===== src/rtl/evr_map.svh =====
// Register offsets, field positions, reset values and timing of the event reporter
`ifndef EVR_MAP_SVH
`define EVR_MAP_SVH

// Register byte offsets
`define EVR_CTRL_OFS      8'h00
`define EVR_STATUS_OFS    8'h04
`define EVR_MASK_OFS      8'h08
`define EVR_TIMEOUT_OFS   8'h0c
`define EVR_RETRY_OFS     8'h10
`define EVR_TICK_LO_OFS   8'h14
`define EVR_TICK_HI_OFS   8'h18
`define EVR_LEVEL_OFS     8'h1c

// Field positions
`define EVR_ENABLE_W      6
`define EVR_STS_SENT      0
`define EVR_STS_ACKED     1
`define EVR_STS_DROPPED   2
`define EVR_STS_OVERRUN   3
`define EVR_STS_W         4
`define EVR_OVF_BIT       5

// Reset values
`define EVR_CTRL_RST      32'h00000000
`define EVR_MASK_RST      32'h00000000
`define EVR_TIMEOUT_RST   32'h0003d090
`define EVR_RETRY_RST     8'h03

// Timing: tick period and clock period in ns
`define EVR_TICK_NS       8
`define EVR_CLK_NS        4

// AXI responses
`define EVR_RESP_OKAY     2'h0
`define EVR_RESP_SLVERR   2'h2

`endif


===== src/rtl/evr_pkg.sv =====
// Types shared by the event reporter modules
package evr_pkg;

  typedef enum logic [2:0] {
    EV_ACQ_BEGIN   = 3'h0,
    EV_ACQ_OVR     = 3'h1,
    EV_FRAME_BEGIN = 3'h2,
    EV_FRAME_OVR   = 3'h3,
    EV_EXPO_DONE   = 3'h4,
    EV_QUEUE_OVF   = 3'h5
  } evr_type_t;

  typedef struct packed {
    evr_type_t   kind;
    logic [15:0] frame_number;
    logic [7:0]  channel;
    logic [63:0] stamp;
  } evr_rec_t;

  typedef enum logic [2:0] {
    TX_IDLE = 3'b001,
    TX_SEND = 3'b010,
    TX_WAIT = 3'b100
  } evr_tx_state_t;

endpackage


===== src/rtl/evr_q_if.sv =====
// Connection between the reporter core and its record queue
`timescale 1ns/1ps
interface evr_q_if #(parameter int DEPTH = 8);
  import evr_pkg::*;
  localparam int AW = $clog2(DEPTH);

  logic             push;
  evr_rec_t         push_rec;
  logic             full;
  logic [AW:0]      level;
  logic [AW-1:0]    peek_idx;
  evr_rec_t         peek_rec;
  logic             retire;
  logic [AW:0]      retire_cnt;

  modport owner (output push, push_rec, peek_idx, retire, retire_cnt,
                 input  full, level, peek_rec);
  modport store (input  push, push_rec, peek_idx, retire, retire_cnt,
                 output full, level, peek_rec);
endinterface


===== src/rtl/evr_top.sv =====
// Camera event reporter: event capture, record queue, message sending and AXI4-Lite registers
//
// The AXI4-Lite register port and the register addresses were decided locally.
`timescale 1ns/1ps
`include "evr_map.svh"

module evr_top import evr_pkg::*; #(
  parameter int QUEUE_DEPTH = 8,
  parameter int ADDR_W      = 8
) (
  input  wire logic              aclk,
  input  wire logic              aresetn,
  input  wire logic [ADDR_W-1:0] s_axi_awaddr,
  input  wire logic              s_axi_awvalid,
  output logic                   s_axi_awready,
  input  wire logic [31:0]       s_axi_wdata,
  input  wire logic [3:0]        s_axi_wstrb,
  input  wire logic              s_axi_wvalid,
  output logic                   s_axi_wready,
  output logic [1:0]             s_axi_bresp,
  output logic                   s_axi_bvalid,
  input  wire logic              s_axi_bready,
  input  wire logic [ADDR_W-1:0] s_axi_araddr,
  input  wire logic              s_axi_arvalid,
  output logic                   s_axi_arready,
  output logic [31:0]            s_axi_rdata,
  output logic [1:0]             s_axi_rresp,
  output logic                   s_axi_rvalid,
  input  wire logic              s_axi_rready,
  input  wire logic              acq_begin_trig,
  input  wire logic              waiting_acq_begin,
  input  wire logic              frame_begin_trig,
  input  wire logic              waiting_frame_begin,
  input  wire logic              exposure_done,
  input  wire logic [15:0]       exposure_done_frame_number,
  output logic                   tx_valid,
  output evr_rec_t               tx_rec,
  output logic                   tx_last,
  input  wire logic              tx_ready,
  input  wire logic              host_ack,
  output logic                   irq
);
  localparam int AW       = $clog2(QUEUE_DEPTH);
  localparam int NEV      = `EVR_ENABLE_W;
  localparam int TICK_DIV = `EVR_TICK_NS / `EVR_CLK_NS;

  evr_q_if #(.DEPTH(QUEUE_DEPTH)) q ();

  evr_queue #(.DEPTH(QUEUE_DEPTH)) u_queue (
    .aclk    (aclk),
    .aresetn (aresetn),
    .q       (q)
  );

  ////////////////////////////////////////////////////////////////////////////
  // Registers and state

  logic [31:0]          ctrl_q;
  logic [31:0]          mask_q;
  logic [31:0]          timeout_q;
  logic [7:0]           retry_max_q;
  logic [`EVR_STS_W-1:0] sts_q;
  logic [31:0]          tick_hi_snap_q;
  logic [63:0]          tick_q;
  logic [$clog2(TICK_DIV+1)-1:0] div_q;
  logic                 tick_en;
  logic [NEV-1:0]       pend_q;
  logic [63:0]          pend_ts_q [NEV];
  logic [15:0]          expo_frame_q;
  logic [NEV-1:0]       hit;
  logic [NEV-1:0]       new_ok;
  logic [NEV-1:0]       take;
  logic [2:0]           sel;
  logic                 lost;
  evr_tx_state_t        st_q;
  logic [AW:0]          msg_cnt_q;
  logic [AW:0]          idx_q;
  logic [7:0]           retries_q;
  logic [31:0]          timer_q;
  logic                 retire_q;
  logic                 sent_ev_q;
  logic                 ack_ev_q;
  logic                 drop_ev_q;
  logic                 tx_valid_q;
  logic                 tx_last_q;
  evr_rec_t             tx_rec_q;
  logic                 irq_q;

  ////////////////////////////////////////////////////////////////////////////
  // Timestamp: one tick per TICK_DIV clocks

  assign tick_en = (div_q == ($bits(div_q))'(TICK_DIV - 1));

  always_ff @(posedge aclk) begin
    if (!aresetn) begin
      div_q  <= '0;
      tick_q <= 64'h0;
    end else begin
      div_q <= tick_en ? '0 : div_q + 1'b1;
      if (tick_en) begin
        tick_q <= tick_q + 64'h1;
      end
    end
  end

  ////////////////////////////////////////////////////////////////////////////
  // Event detection, one pending slot per type

  always_comb begin
    hit = {1'b0,
           exposure_done,
           frame_begin_trig & ~waiting_frame_begin,
           frame_begin_trig & waiting_frame_begin,
           acq_begin_trig & ~waiting_acq_begin,
           acq_begin_trig & waiting_acq_begin};
    hit = hit & ctrl_q[NEV-1:0];
    // A record with its slot busy or the queue full is lost
    lost = |(hit[NEV-2:0] & (pend_q[NEV-2:0] | {(NEV-1){q.full}}));
    new_ok = {lost & ctrl_q[`EVR_OVF_BIT] & ~pend_q[NEV-1],
              hit[NEV-2:0] & ~pend_q[NEV-2:0] & ~{(NEV-1){q.full}}};
  end

  // Oldest-type-first is not tracked; lowest type index wins the queue
  always_comb begin
    sel = 3'h0;
    for (int i = NEV - 1; i >= 0; i--) begin
      if (pend_q[i]) begin
        sel = 3'(i);
      end
    end
    take = '0;
    if (!q.full && |pend_q) begin
      take[sel] = 1'b1;
    end
  end

  always_ff @(posedge aclk) begin
    if (!aresetn) begin
      pend_q       <= '0;
      expo_frame_q <= 16'h0;
      for (int i = 0; i < NEV; i++) begin
        pend_ts_q[i] <= 64'h0;
      end
    end else begin
      for (int i = 0; i < NEV; i++) begin
        if (new_ok[i]) begin
          pend_q[i]    <= 1'b1;
          pend_ts_q[i] <= tick_q;
        end else if (take[i]) begin
          pend_q[i] <= 1'b0;
        end
      end
      if (new_ok[int'(EV_EXPO_DONE)]) begin
        expo_frame_q <= exposure_done_frame_number;
      end
    end
  end

  assign q.push                  = |take;
  assign q.push_rec.kind         = evr_type_t'(sel);
  // Only exposure records carry a frame number; overrun carries nothing extra
  assign q.push_rec.frame_number = (sel == 3'(EV_EXPO_DONE)) ? expo_frame_q : 16'h0;
  assign q.push_rec.channel      = 8'h00;
  assign q.push_rec.stamp        = pend_ts_q[sel];

  ////////////////////////////////////////////////////////////////////////////
  // Message sending with acknowledge, timeout and resend

  assign q.peek_idx   = idx_q[AW-1:0];
  assign q.retire     = retire_q;
  assign q.retire_cnt = msg_cnt_q;

  always_ff @(posedge aclk) begin
    if (!aresetn) begin
      st_q       <= TX_IDLE;
      msg_cnt_q  <= '0;
      idx_q      <= '0;
      retries_q  <= 8'h00;
      timer_q    <= 32'h0;
      retire_q   <= 1'b0;
      sent_ev_q  <= 1'b0;
      ack_ev_q   <= 1'b0;
      drop_ev_q  <= 1'b0;
      tx_valid_q <= 1'b0;
      tx_last_q  <= 1'b0;
      tx_rec_q   <= '0;
    end else begin
      retire_q  <= 1'b0;
      sent_ev_q <= 1'b0;
      ack_ev_q  <= 1'b0;
      drop_ev_q <= 1'b0;
      case (st_q)
        TX_IDLE: begin
          // Level lags a retire by one cycle, so wait it out
          if (q.level != '0 && !retire_q) begin
            msg_cnt_q <= q.level;
            idx_q     <= '0;
            retries_q <= 8'h00;
            st_q      <= TX_SEND;
          end
        end
        TX_SEND: begin
          if (!tx_valid_q) begin
            tx_rec_q   <= q.peek_rec;
            tx_last_q  <= (idx_q == msg_cnt_q - 1'b1);
            tx_valid_q <= 1'b1;
          end else if (tx_ready) begin
            tx_valid_q <= 1'b0;
            idx_q      <= idx_q + 1'b1;
            if (tx_last_q) begin
              timer_q   <= 32'h0;
              sent_ev_q <= 1'b1;
              st_q      <= TX_WAIT;
            end
          end
        end
        TX_WAIT: begin
          if (host_ack) begin
            retire_q <= 1'b1;
            ack_ev_q <= 1'b1;
            st_q     <= TX_IDLE;
          end else if (timer_q >= timeout_q) begin
            if (retries_q >= retry_max_q) begin
              retire_q  <= 1'b1;
              drop_ev_q <= 1'b1;
              st_q      <= TX_IDLE;
            end else begin
              retries_q <= retries_q + 8'h01;
              idx_q     <= '0;
              st_q      <= TX_SEND;
            end
          end else begin
            timer_q <= timer_q + 32'h1;
          end
        end
        default: begin
          st_q <= TX_IDLE;
        end
      endcase
    end
  end

  assign tx_valid = tx_valid_q;
  assign tx_last  = tx_last_q;
  assign tx_rec   = tx_rec_q;

  ////////////////////////////////////////////////////////////////////////////
  // AXI4-Lite slave

  logic              aw_full_q;
  logic              w_full_q;
  logic [ADDR_W-1:0] awaddr_q;
  logic [31:0]       wdata_q;
  logic [3:0]        wstrb_q;
  logic              awready_q;
  logic              wready_q;
  logic              bvalid_q;
  logic [1:0]        bresp_q;
  logic              arready_q;
  logic              rvalid_q;
  logic [31:0]       rdata_q;
  logic [1:0]        rresp_q;
  logic              wr_fire;
  logic              rd_fire;
  logic              wr_ok;
  logic              rd_ok;
  logic [31:0]       rd_data;

  function automatic logic [31:0] merge(input logic [31:0] old, input logic [31:0] nv,
                                        input logic [3:0] strb);
    logic [31:0] r;
    r = old;
    for (int b = 0; b < 4; b++) begin
      if (strb[b]) begin
        r[8*b +: 8] = nv[8*b +: 8];
      end
    end
    return r;
  endfunction

  assign wr_fire = aw_full_q & w_full_q & ~bvalid_q;
  assign rd_fire = s_axi_arvalid & arready_q;

  always_comb begin
    case (8'(awaddr_q))
      `EVR_CTRL_OFS, `EVR_MASK_OFS, `EVR_TIMEOUT_OFS, `EVR_RETRY_OFS: wr_ok = 1'b1;
      default: wr_ok = 1'b0;
    endcase
  end

  always_comb begin
    rd_ok = 1'b1;
    case (8'(s_axi_araddr))
      `EVR_CTRL_OFS:    rd_data = ctrl_q;
      `EVR_STATUS_OFS:  rd_data = 32'(sts_q);
      `EVR_MASK_OFS:    rd_data = mask_q;
      `EVR_TIMEOUT_OFS: rd_data = timeout_q;
      `EVR_RETRY_OFS:   rd_data = {24'h0, retry_max_q};
      `EVR_TICK_LO_OFS: rd_data = tick_q[31:0];
      `EVR_TICK_HI_OFS: rd_data = tick_hi_snap_q;
      `EVR_LEVEL_OFS:   rd_data = {13'h0, st_q, 8'(retries_q), 8'(q.level)};
      default: begin
        rd_data = 32'h0;
        rd_ok   = 1'b0;
      end
    endcase
  end

  always_ff @(posedge aclk) begin
    if (!aresetn) begin
      aw_full_q <= 1'b0;
      w_full_q  <= 1'b0;
      awaddr_q  <= '0;
      wdata_q   <= 32'h0;
      wstrb_q   <= 4'h0;
      awready_q <= 1'b0;
      wready_q  <= 1'b0;
      bvalid_q  <= 1'b0;
      bresp_q   <= `EVR_RESP_OKAY;
    end else begin
      awready_q <= ~aw_full_q & ~(s_axi_awvalid & awready_q);
      wready_q  <= ~w_full_q & ~(s_axi_wvalid & wready_q);
      if (s_axi_awvalid && awready_q) begin
        aw_full_q <= 1'b1;
        awaddr_q  <= s_axi_awaddr;
      end
      if (s_axi_wvalid && wready_q) begin
        w_full_q <= 1'b1;
        wdata_q  <= s_axi_wdata;
        wstrb_q  <= s_axi_wstrb;
      end
      if (wr_fire) begin
        bvalid_q <= 1'b1;
        bresp_q  <= wr_ok ? `EVR_RESP_OKAY : `EVR_RESP_SLVERR;
      end else if (bvalid_q && s_axi_bready) begin
        bvalid_q  <= 1'b0;
        aw_full_q <= 1'b0;
        w_full_q  <= 1'b0;
      end
    end
  end

  always_ff @(posedge aclk) begin
    if (!aresetn) begin
      arready_q <= 1'b0;
      rvalid_q  <= 1'b0;
      rdata_q   <= 32'h0;
      rresp_q   <= `EVR_RESP_OKAY;
    end else begin
      arready_q <= ~rvalid_q & ~rd_fire;
      if (rd_fire) begin
        rvalid_q <= 1'b1;
        rdata_q  <= rd_data;
        rresp_q  <= rd_ok ? `EVR_RESP_OKAY : `EVR_RESP_SLVERR;
      end else if (rvalid_q && s_axi_rready) begin
        rvalid_q <= 1'b0;
      end
    end
  end

  // Host settings
  always_ff @(posedge aclk) begin
    if (!aresetn) begin
      ctrl_q      <= `EVR_CTRL_RST;
      mask_q      <= `EVR_MASK_RST;
      timeout_q   <= `EVR_TIMEOUT_RST;
      retry_max_q <= `EVR_RETRY_RST;
    end else if (wr_fire) begin
      case (8'(awaddr_q))
        `EVR_CTRL_OFS:    ctrl_q    <= merge(ctrl_q, wdata_q, wstrb_q) & 32'(6'h3f);
        `EVR_MASK_OFS:    mask_q    <= merge(mask_q, wdata_q, wstrb_q) & 32'(4'hf);
        `EVR_TIMEOUT_OFS: timeout_q <= merge(timeout_q, wdata_q, wstrb_q);
        `EVR_RETRY_OFS: begin
          if (wstrb_q[0]) begin
            retry_max_q <= wdata_q[7:0];
          end
        end
        default: ;
      endcase
    end
  end

  // Reading the low word freezes the high word so 64-bit reads do not tear
  always_ff @(posedge aclk) begin
    if (!aresetn) begin
      tick_hi_snap_q <= 32'h0;
    end else if (rd_fire && 8'(s_axi_araddr) == `EVR_TICK_LO_OFS) begin
      tick_hi_snap_q <= tick_q[63:32];
    end
  end

  ////////////////////////////////////////////////////////////////////////////
  // Interrupt status: sticky, cleared by reading, a new event wins

  logic [`EVR_STS_W-1:0] sts_set;
  assign sts_set = {lost, drop_ev_q, ack_ev_q, sent_ev_q};

  always_ff @(posedge aclk) begin
    if (!aresetn) begin
      sts_q <= '0;
      irq_q <= 1'b0;
    end else begin
      if (rd_fire && 8'(s_axi_araddr) == `EVR_STATUS_OFS) begin
        sts_q <= sts_set;
      end else begin
        sts_q <= sts_q | sts_set;
      end
      irq_q <= |(sts_q & mask_q[`EVR_STS_W-1:0]);
    end
  end

  assign s_axi_awready = awready_q;
  assign s_axi_wready  = wready_q;
  assign s_axi_bvalid  = bvalid_q;
  assign s_axi_bresp   = bresp_q;
  assign s_axi_arready = arready_q;
  assign s_axi_rvalid  = rvalid_q;
  assign s_axi_rdata   = rdata_q;
  assign s_axi_rresp   = rresp_q;
  assign irq           = irq_q;
endmodule


===== src/rtl/evr_queue.sv =====
// Event record queue held in flip-flops, read by offset from the oldest entry
`timescale 1ns/1ps
module evr_queue import evr_pkg::*; #(
  parameter int DEPTH = 8
) (
  input wire logic aclk,
  input wire logic aresetn,
  evr_q_if.store   q
);
  localparam int AW = $clog2(DEPTH);

  evr_rec_t       mem_q [DEPTH];
  logic [AW-1:0]  wr_q;
  logic [AW-1:0]  rd_q;
  logic [AW:0]    lvl_q;
  logic           accept;
  logic [AW:0]    gone;

  // Pointers wrap naturally, so DEPTH must be a power of two
  assign accept     = q.push && (lvl_q != (AW+1)'(DEPTH));
  assign gone       = q.retire ? q.retire_cnt : '0;
  assign q.full     = (lvl_q == (AW+1)'(DEPTH));
  assign q.level    = lvl_q;
  assign q.peek_rec = mem_q[rd_q + q.peek_idx];

  always_ff @(posedge aclk) begin
    if (accept) begin
      mem_q[wr_q] <= q.push_rec;
    end
  end

  always_ff @(posedge aclk) begin
    if (!aresetn) begin
      wr_q  <= '0;
      rd_q  <= '0;
      lvl_q <= '0;
    end else begin
      if (accept) begin
        wr_q <= wr_q + AW'(1);
      end
      rd_q  <= rd_q + gone[AW-1:0];
      lvl_q <= lvl_q + (AW+1)'(accept) - gone;
    end
  end
endmodule


===== config.mk =====
export PLATFORM = sky130hd
export DESIGN_NAME = evr_top
export DESIGN_NICKNAME = d
export VERILOG_FILES = /design/src/rtl/evr_pkg.sv /design/src/rtl/evr_q_if.sv /design/src/rtl/evr_top.sv /design/src/rtl/evr_queue.sv
export VERILOG_INCLUDE_DIRS = /design/src /design/src/rtl
export SDC_FILE = /design/constraint.sdc
export NUM_CORES = 2
export LEC_CHECK = 0
export ABC_CLOCK_PERIOD_IN_PS = 20000
export BUFFER_PORTS_ARGS = -buffer_cell sky130_fd_sc_hd__buf_2
export CORE_ASPECT_RATIO = 1.2
export CORE_MARGIN = 2
export CORE_UTILIZATION = 51
export DETAILED_ROUTE_END_ITERATION = 8
export PLACE_DENSITY = 0.72
export RECOVER_POWER = 100
export REMOVE_ABC_BUFFERS = 1
export SLEW_MARGIN = 10
export SYNTH_ARGS = -nofsm -noshare
export SYNTH_HDL_FRONTEND = slang
export SYNTH_SLANG_ARGS = --single-unit
export TNS_END_PERCENT = 10

===== constraint.sdc =====
create_clock -name aclk -period 20 [get_ports aclk]
set_input_delay 3 -clock aclk [delete_from_list [all_inputs] [get_ports aclk]]
set_output_delay 3 -clock aclk [all_outputs]
set_load 0.02 [all_outputs]

==> metrics.yaml <==
critPathLaunch: "aresetn"
syn_inst: 4589
post-place-ws_ns: 14.08
synth-edff-count: 1048
power.density_mw_per_mm2: 92.2
drc: 0
maxCapViolations: 37
start_util_pct: 51.4
dpl_cell_area_mm2: 0.0621
hpwl_um: 85200
crit_arrival_ns: 11.96
grtUsageTotal_pct: 24.0
die_y_um: 379
grt_pass1_wl_um: 218000
cp_top_family: "buffers and inverters"
cts_hold_buffers: 0
setup-tns-final_ns: 0
crit_required_ns: 20.38
cts_resized: 0
ys_types: 72
cts_num_sinks: 1458
synth_commonest_cells: "edfxtp_1 (1,048), nand2_1 (694), dfxtp_1 (410)"
postCtsSetupBuffers: 0
crit_slowest_cell: "clkinvlp_2"
cpMostUsedCell: "buf_4"
row_count: 137
clkTransAtPathRegs_ns: 0.07
fin_util_pct: 57.3
ir_drop_mv: 0.0754
synth_top_flop_cell: "edfxtp_1"
finalWeightedCongestion: 0.867
clock-root-buffer: "clkbuf_16"
antenna_found_initial: 4
vias: 37200
fin_area_mm2: 0.0666
cp_cell_sequence: "buf_2 > clkbuf_1 > clkinvlp_2 > a31oi_2 > buf_4 > inv_1 > buf_4"
cp_max_fo: 122
p_total_mw: 6.14
hp-class: "flop to flop"
drtPass1Iterations: 8
rsz0062_at_grt: "false"
finalHoldViolations: 0
min_period_ns: 11.58
synthToLayoutAreaGrowth_pct: 11.6
routedWlPerCell_um: 22.7
worstHoldStart: "div_q[0]$_SDFF_PP0_"
yosysTopAreaCellShare_pct: 52.7
die-width_um: 316
viasPerCell: 5.86
grt_max_degree: 204
max_stage_delay_ns: 4.62
wl_um: 144000
worstSetupPathType: "primary input to flop"
yosysTopAreaCell: "edfxtp_1"
syn_avg_cell_area_um2: 13.0
layout.cells.non_filler: 6342
numPortBuffers: 206
ys_seq_elements: 1458
timing.hold.ws_ns: 0.425
fin_ws_ns: 8.42
async_reset_ff_share_pct: 0
synth_area_leaders: "edfxtp_1 (53%), dfxtp_1 (14%), mux4_2 (6.3%), nand2_1 (4.4%), and2_1 (3.7%)"
rr_startpoint: "pend_q[4]$_SDFFE_PN0P_"
yosysSeqAreaShare_pct: 66.4
slew_violations: 1797
clockBufferDepth: 3
crit_path_end_kind: "flop"
cp-start-kind: "primary input"
nets: 4832
status: "complete, but fails checks"
cts_tree: "built"
cts_buffers: 145
yosysWarnings: 0
clk_latency_ns: 0.77
grt_pass1_vias: 36100
netlist_area_mm2: 0.0597
crit_buf_inv: 6
leakagePower_nw: 22.5
drive_above_1_share_pct: 11.3
period_share_pct: 57.9
io_pins: 217
fmax_mhz: 86.3
yosysMostFrequentCell: "edfxtp_1"
dieArea_mm2: 0.120
drt_iter0_markers: 3931
grt.overflow.total: 0
dp_cells: 6074
tightest_slew_ns: 4.34
core_mm2: 0.116
htreeDepth: 4
violations: "capacitance limit, slew limit"
clock_skew_ns: 0.0280
final_antenna_net_count: 0
slew_headroom_pct: -190
setup_viol: 0
-- where the power goes --
| group | switching (mW) | total (mW) | internal [mW] |
|---|---|---|---|
| Sequential | 0.0149 | 3.27 | 3.26 |
| Combinational | 0.0711 | 0.0923 | 0.0212 |
| Clock | 1.15 | 2.78 | 1.63 |
-- state kept, by name, summed over array words and instances (netlist names), 8 cells and up --
name	flops
retry_max_q	8
tx_rec	83
timeout_q	32
timer_q	32
retries_q	8
s_axi_rdata	32
u_queue.mem_q	664
tick_q	64
tick_hi_snap_q	32
awaddr_q	8
expo_frame_q	16
wdata_q	32
pend_ts_q	384
-- placed cells by master (no fill, tap or decap), types with 29 or more instances in the layout --
cell type,Yosys,final
a22o_1,40,40
nand3_1,43,43
inv_1,67,67
o21ai_0,71,71
xnor2_1,30,29
buf_2,37,80
mux4_2,166,166
nor4_1,52,51
and3_1,34,34
a211oi_1,86,86
and2_1,353,183
mux2i_1,140,140
clkbuf_1,244,189
nand2_1,694,692
ha_1,55,54
clkbuf_16,0,150
nor3_1,47,43
xor2_1,35,35
nor2_1,252,246
and2_0,1,171
dfxtp_1,410,410
a21oi_1,355,354
edfxtp_1,1048,1048
or3_1,98,98
-- final timing paths --
path,depth (start not counted),slack (ns),to
setup / recovery,7,8.42,pend_ts_q[4][41]$_SDFFCE_PN0P_
hold / removal,1,0.42,div_q[0]$_SDFF_PP0_
setup reg to reg,9,10.32,u_queue.mem_q[7][37]$_DFFE_PP_
hold reg to reg,1,0.42,div_q[0]$_SDFF_PP0_
-- kinds of logic after synthesis --
logic type	synth area share, %
simple gates	13.4
flops	66.4
compound gates	6.73
buf+inv	2.60
mux	8.64
xor+xnor	0.953
fa+ha+maj	1.25
other cells	0.00628
-- cell type report --
cell class,instances,area (um^2)
Clock buffer,187,3960
Tap cell,1529,1910
Antenna cell,1,2.50
Clock inverter,80,917
Fill cell,9225,49600
Inverter,72,273
Timing Repair Buffer,264,1220
Sequential cell,1458,39700
Multi-Input combinational cell,2751,18700
-- metal layers --
layer | wire length, um | vias up | share of wire [%] | GRT usage [%]
met5 | 23 | - | 0.016 | 0
met4 | 5050 | 4 | 3.5 | 8.96
met3 | 10300 | 247 | 7.2 | 3.67
met2 | 70100 | 1494 | 49 | 39.7
met1 | 58600 | 18500 | 41 | 32.1
li1 | - | 17000 | - | -
Power figures use the tool's default switching activity.
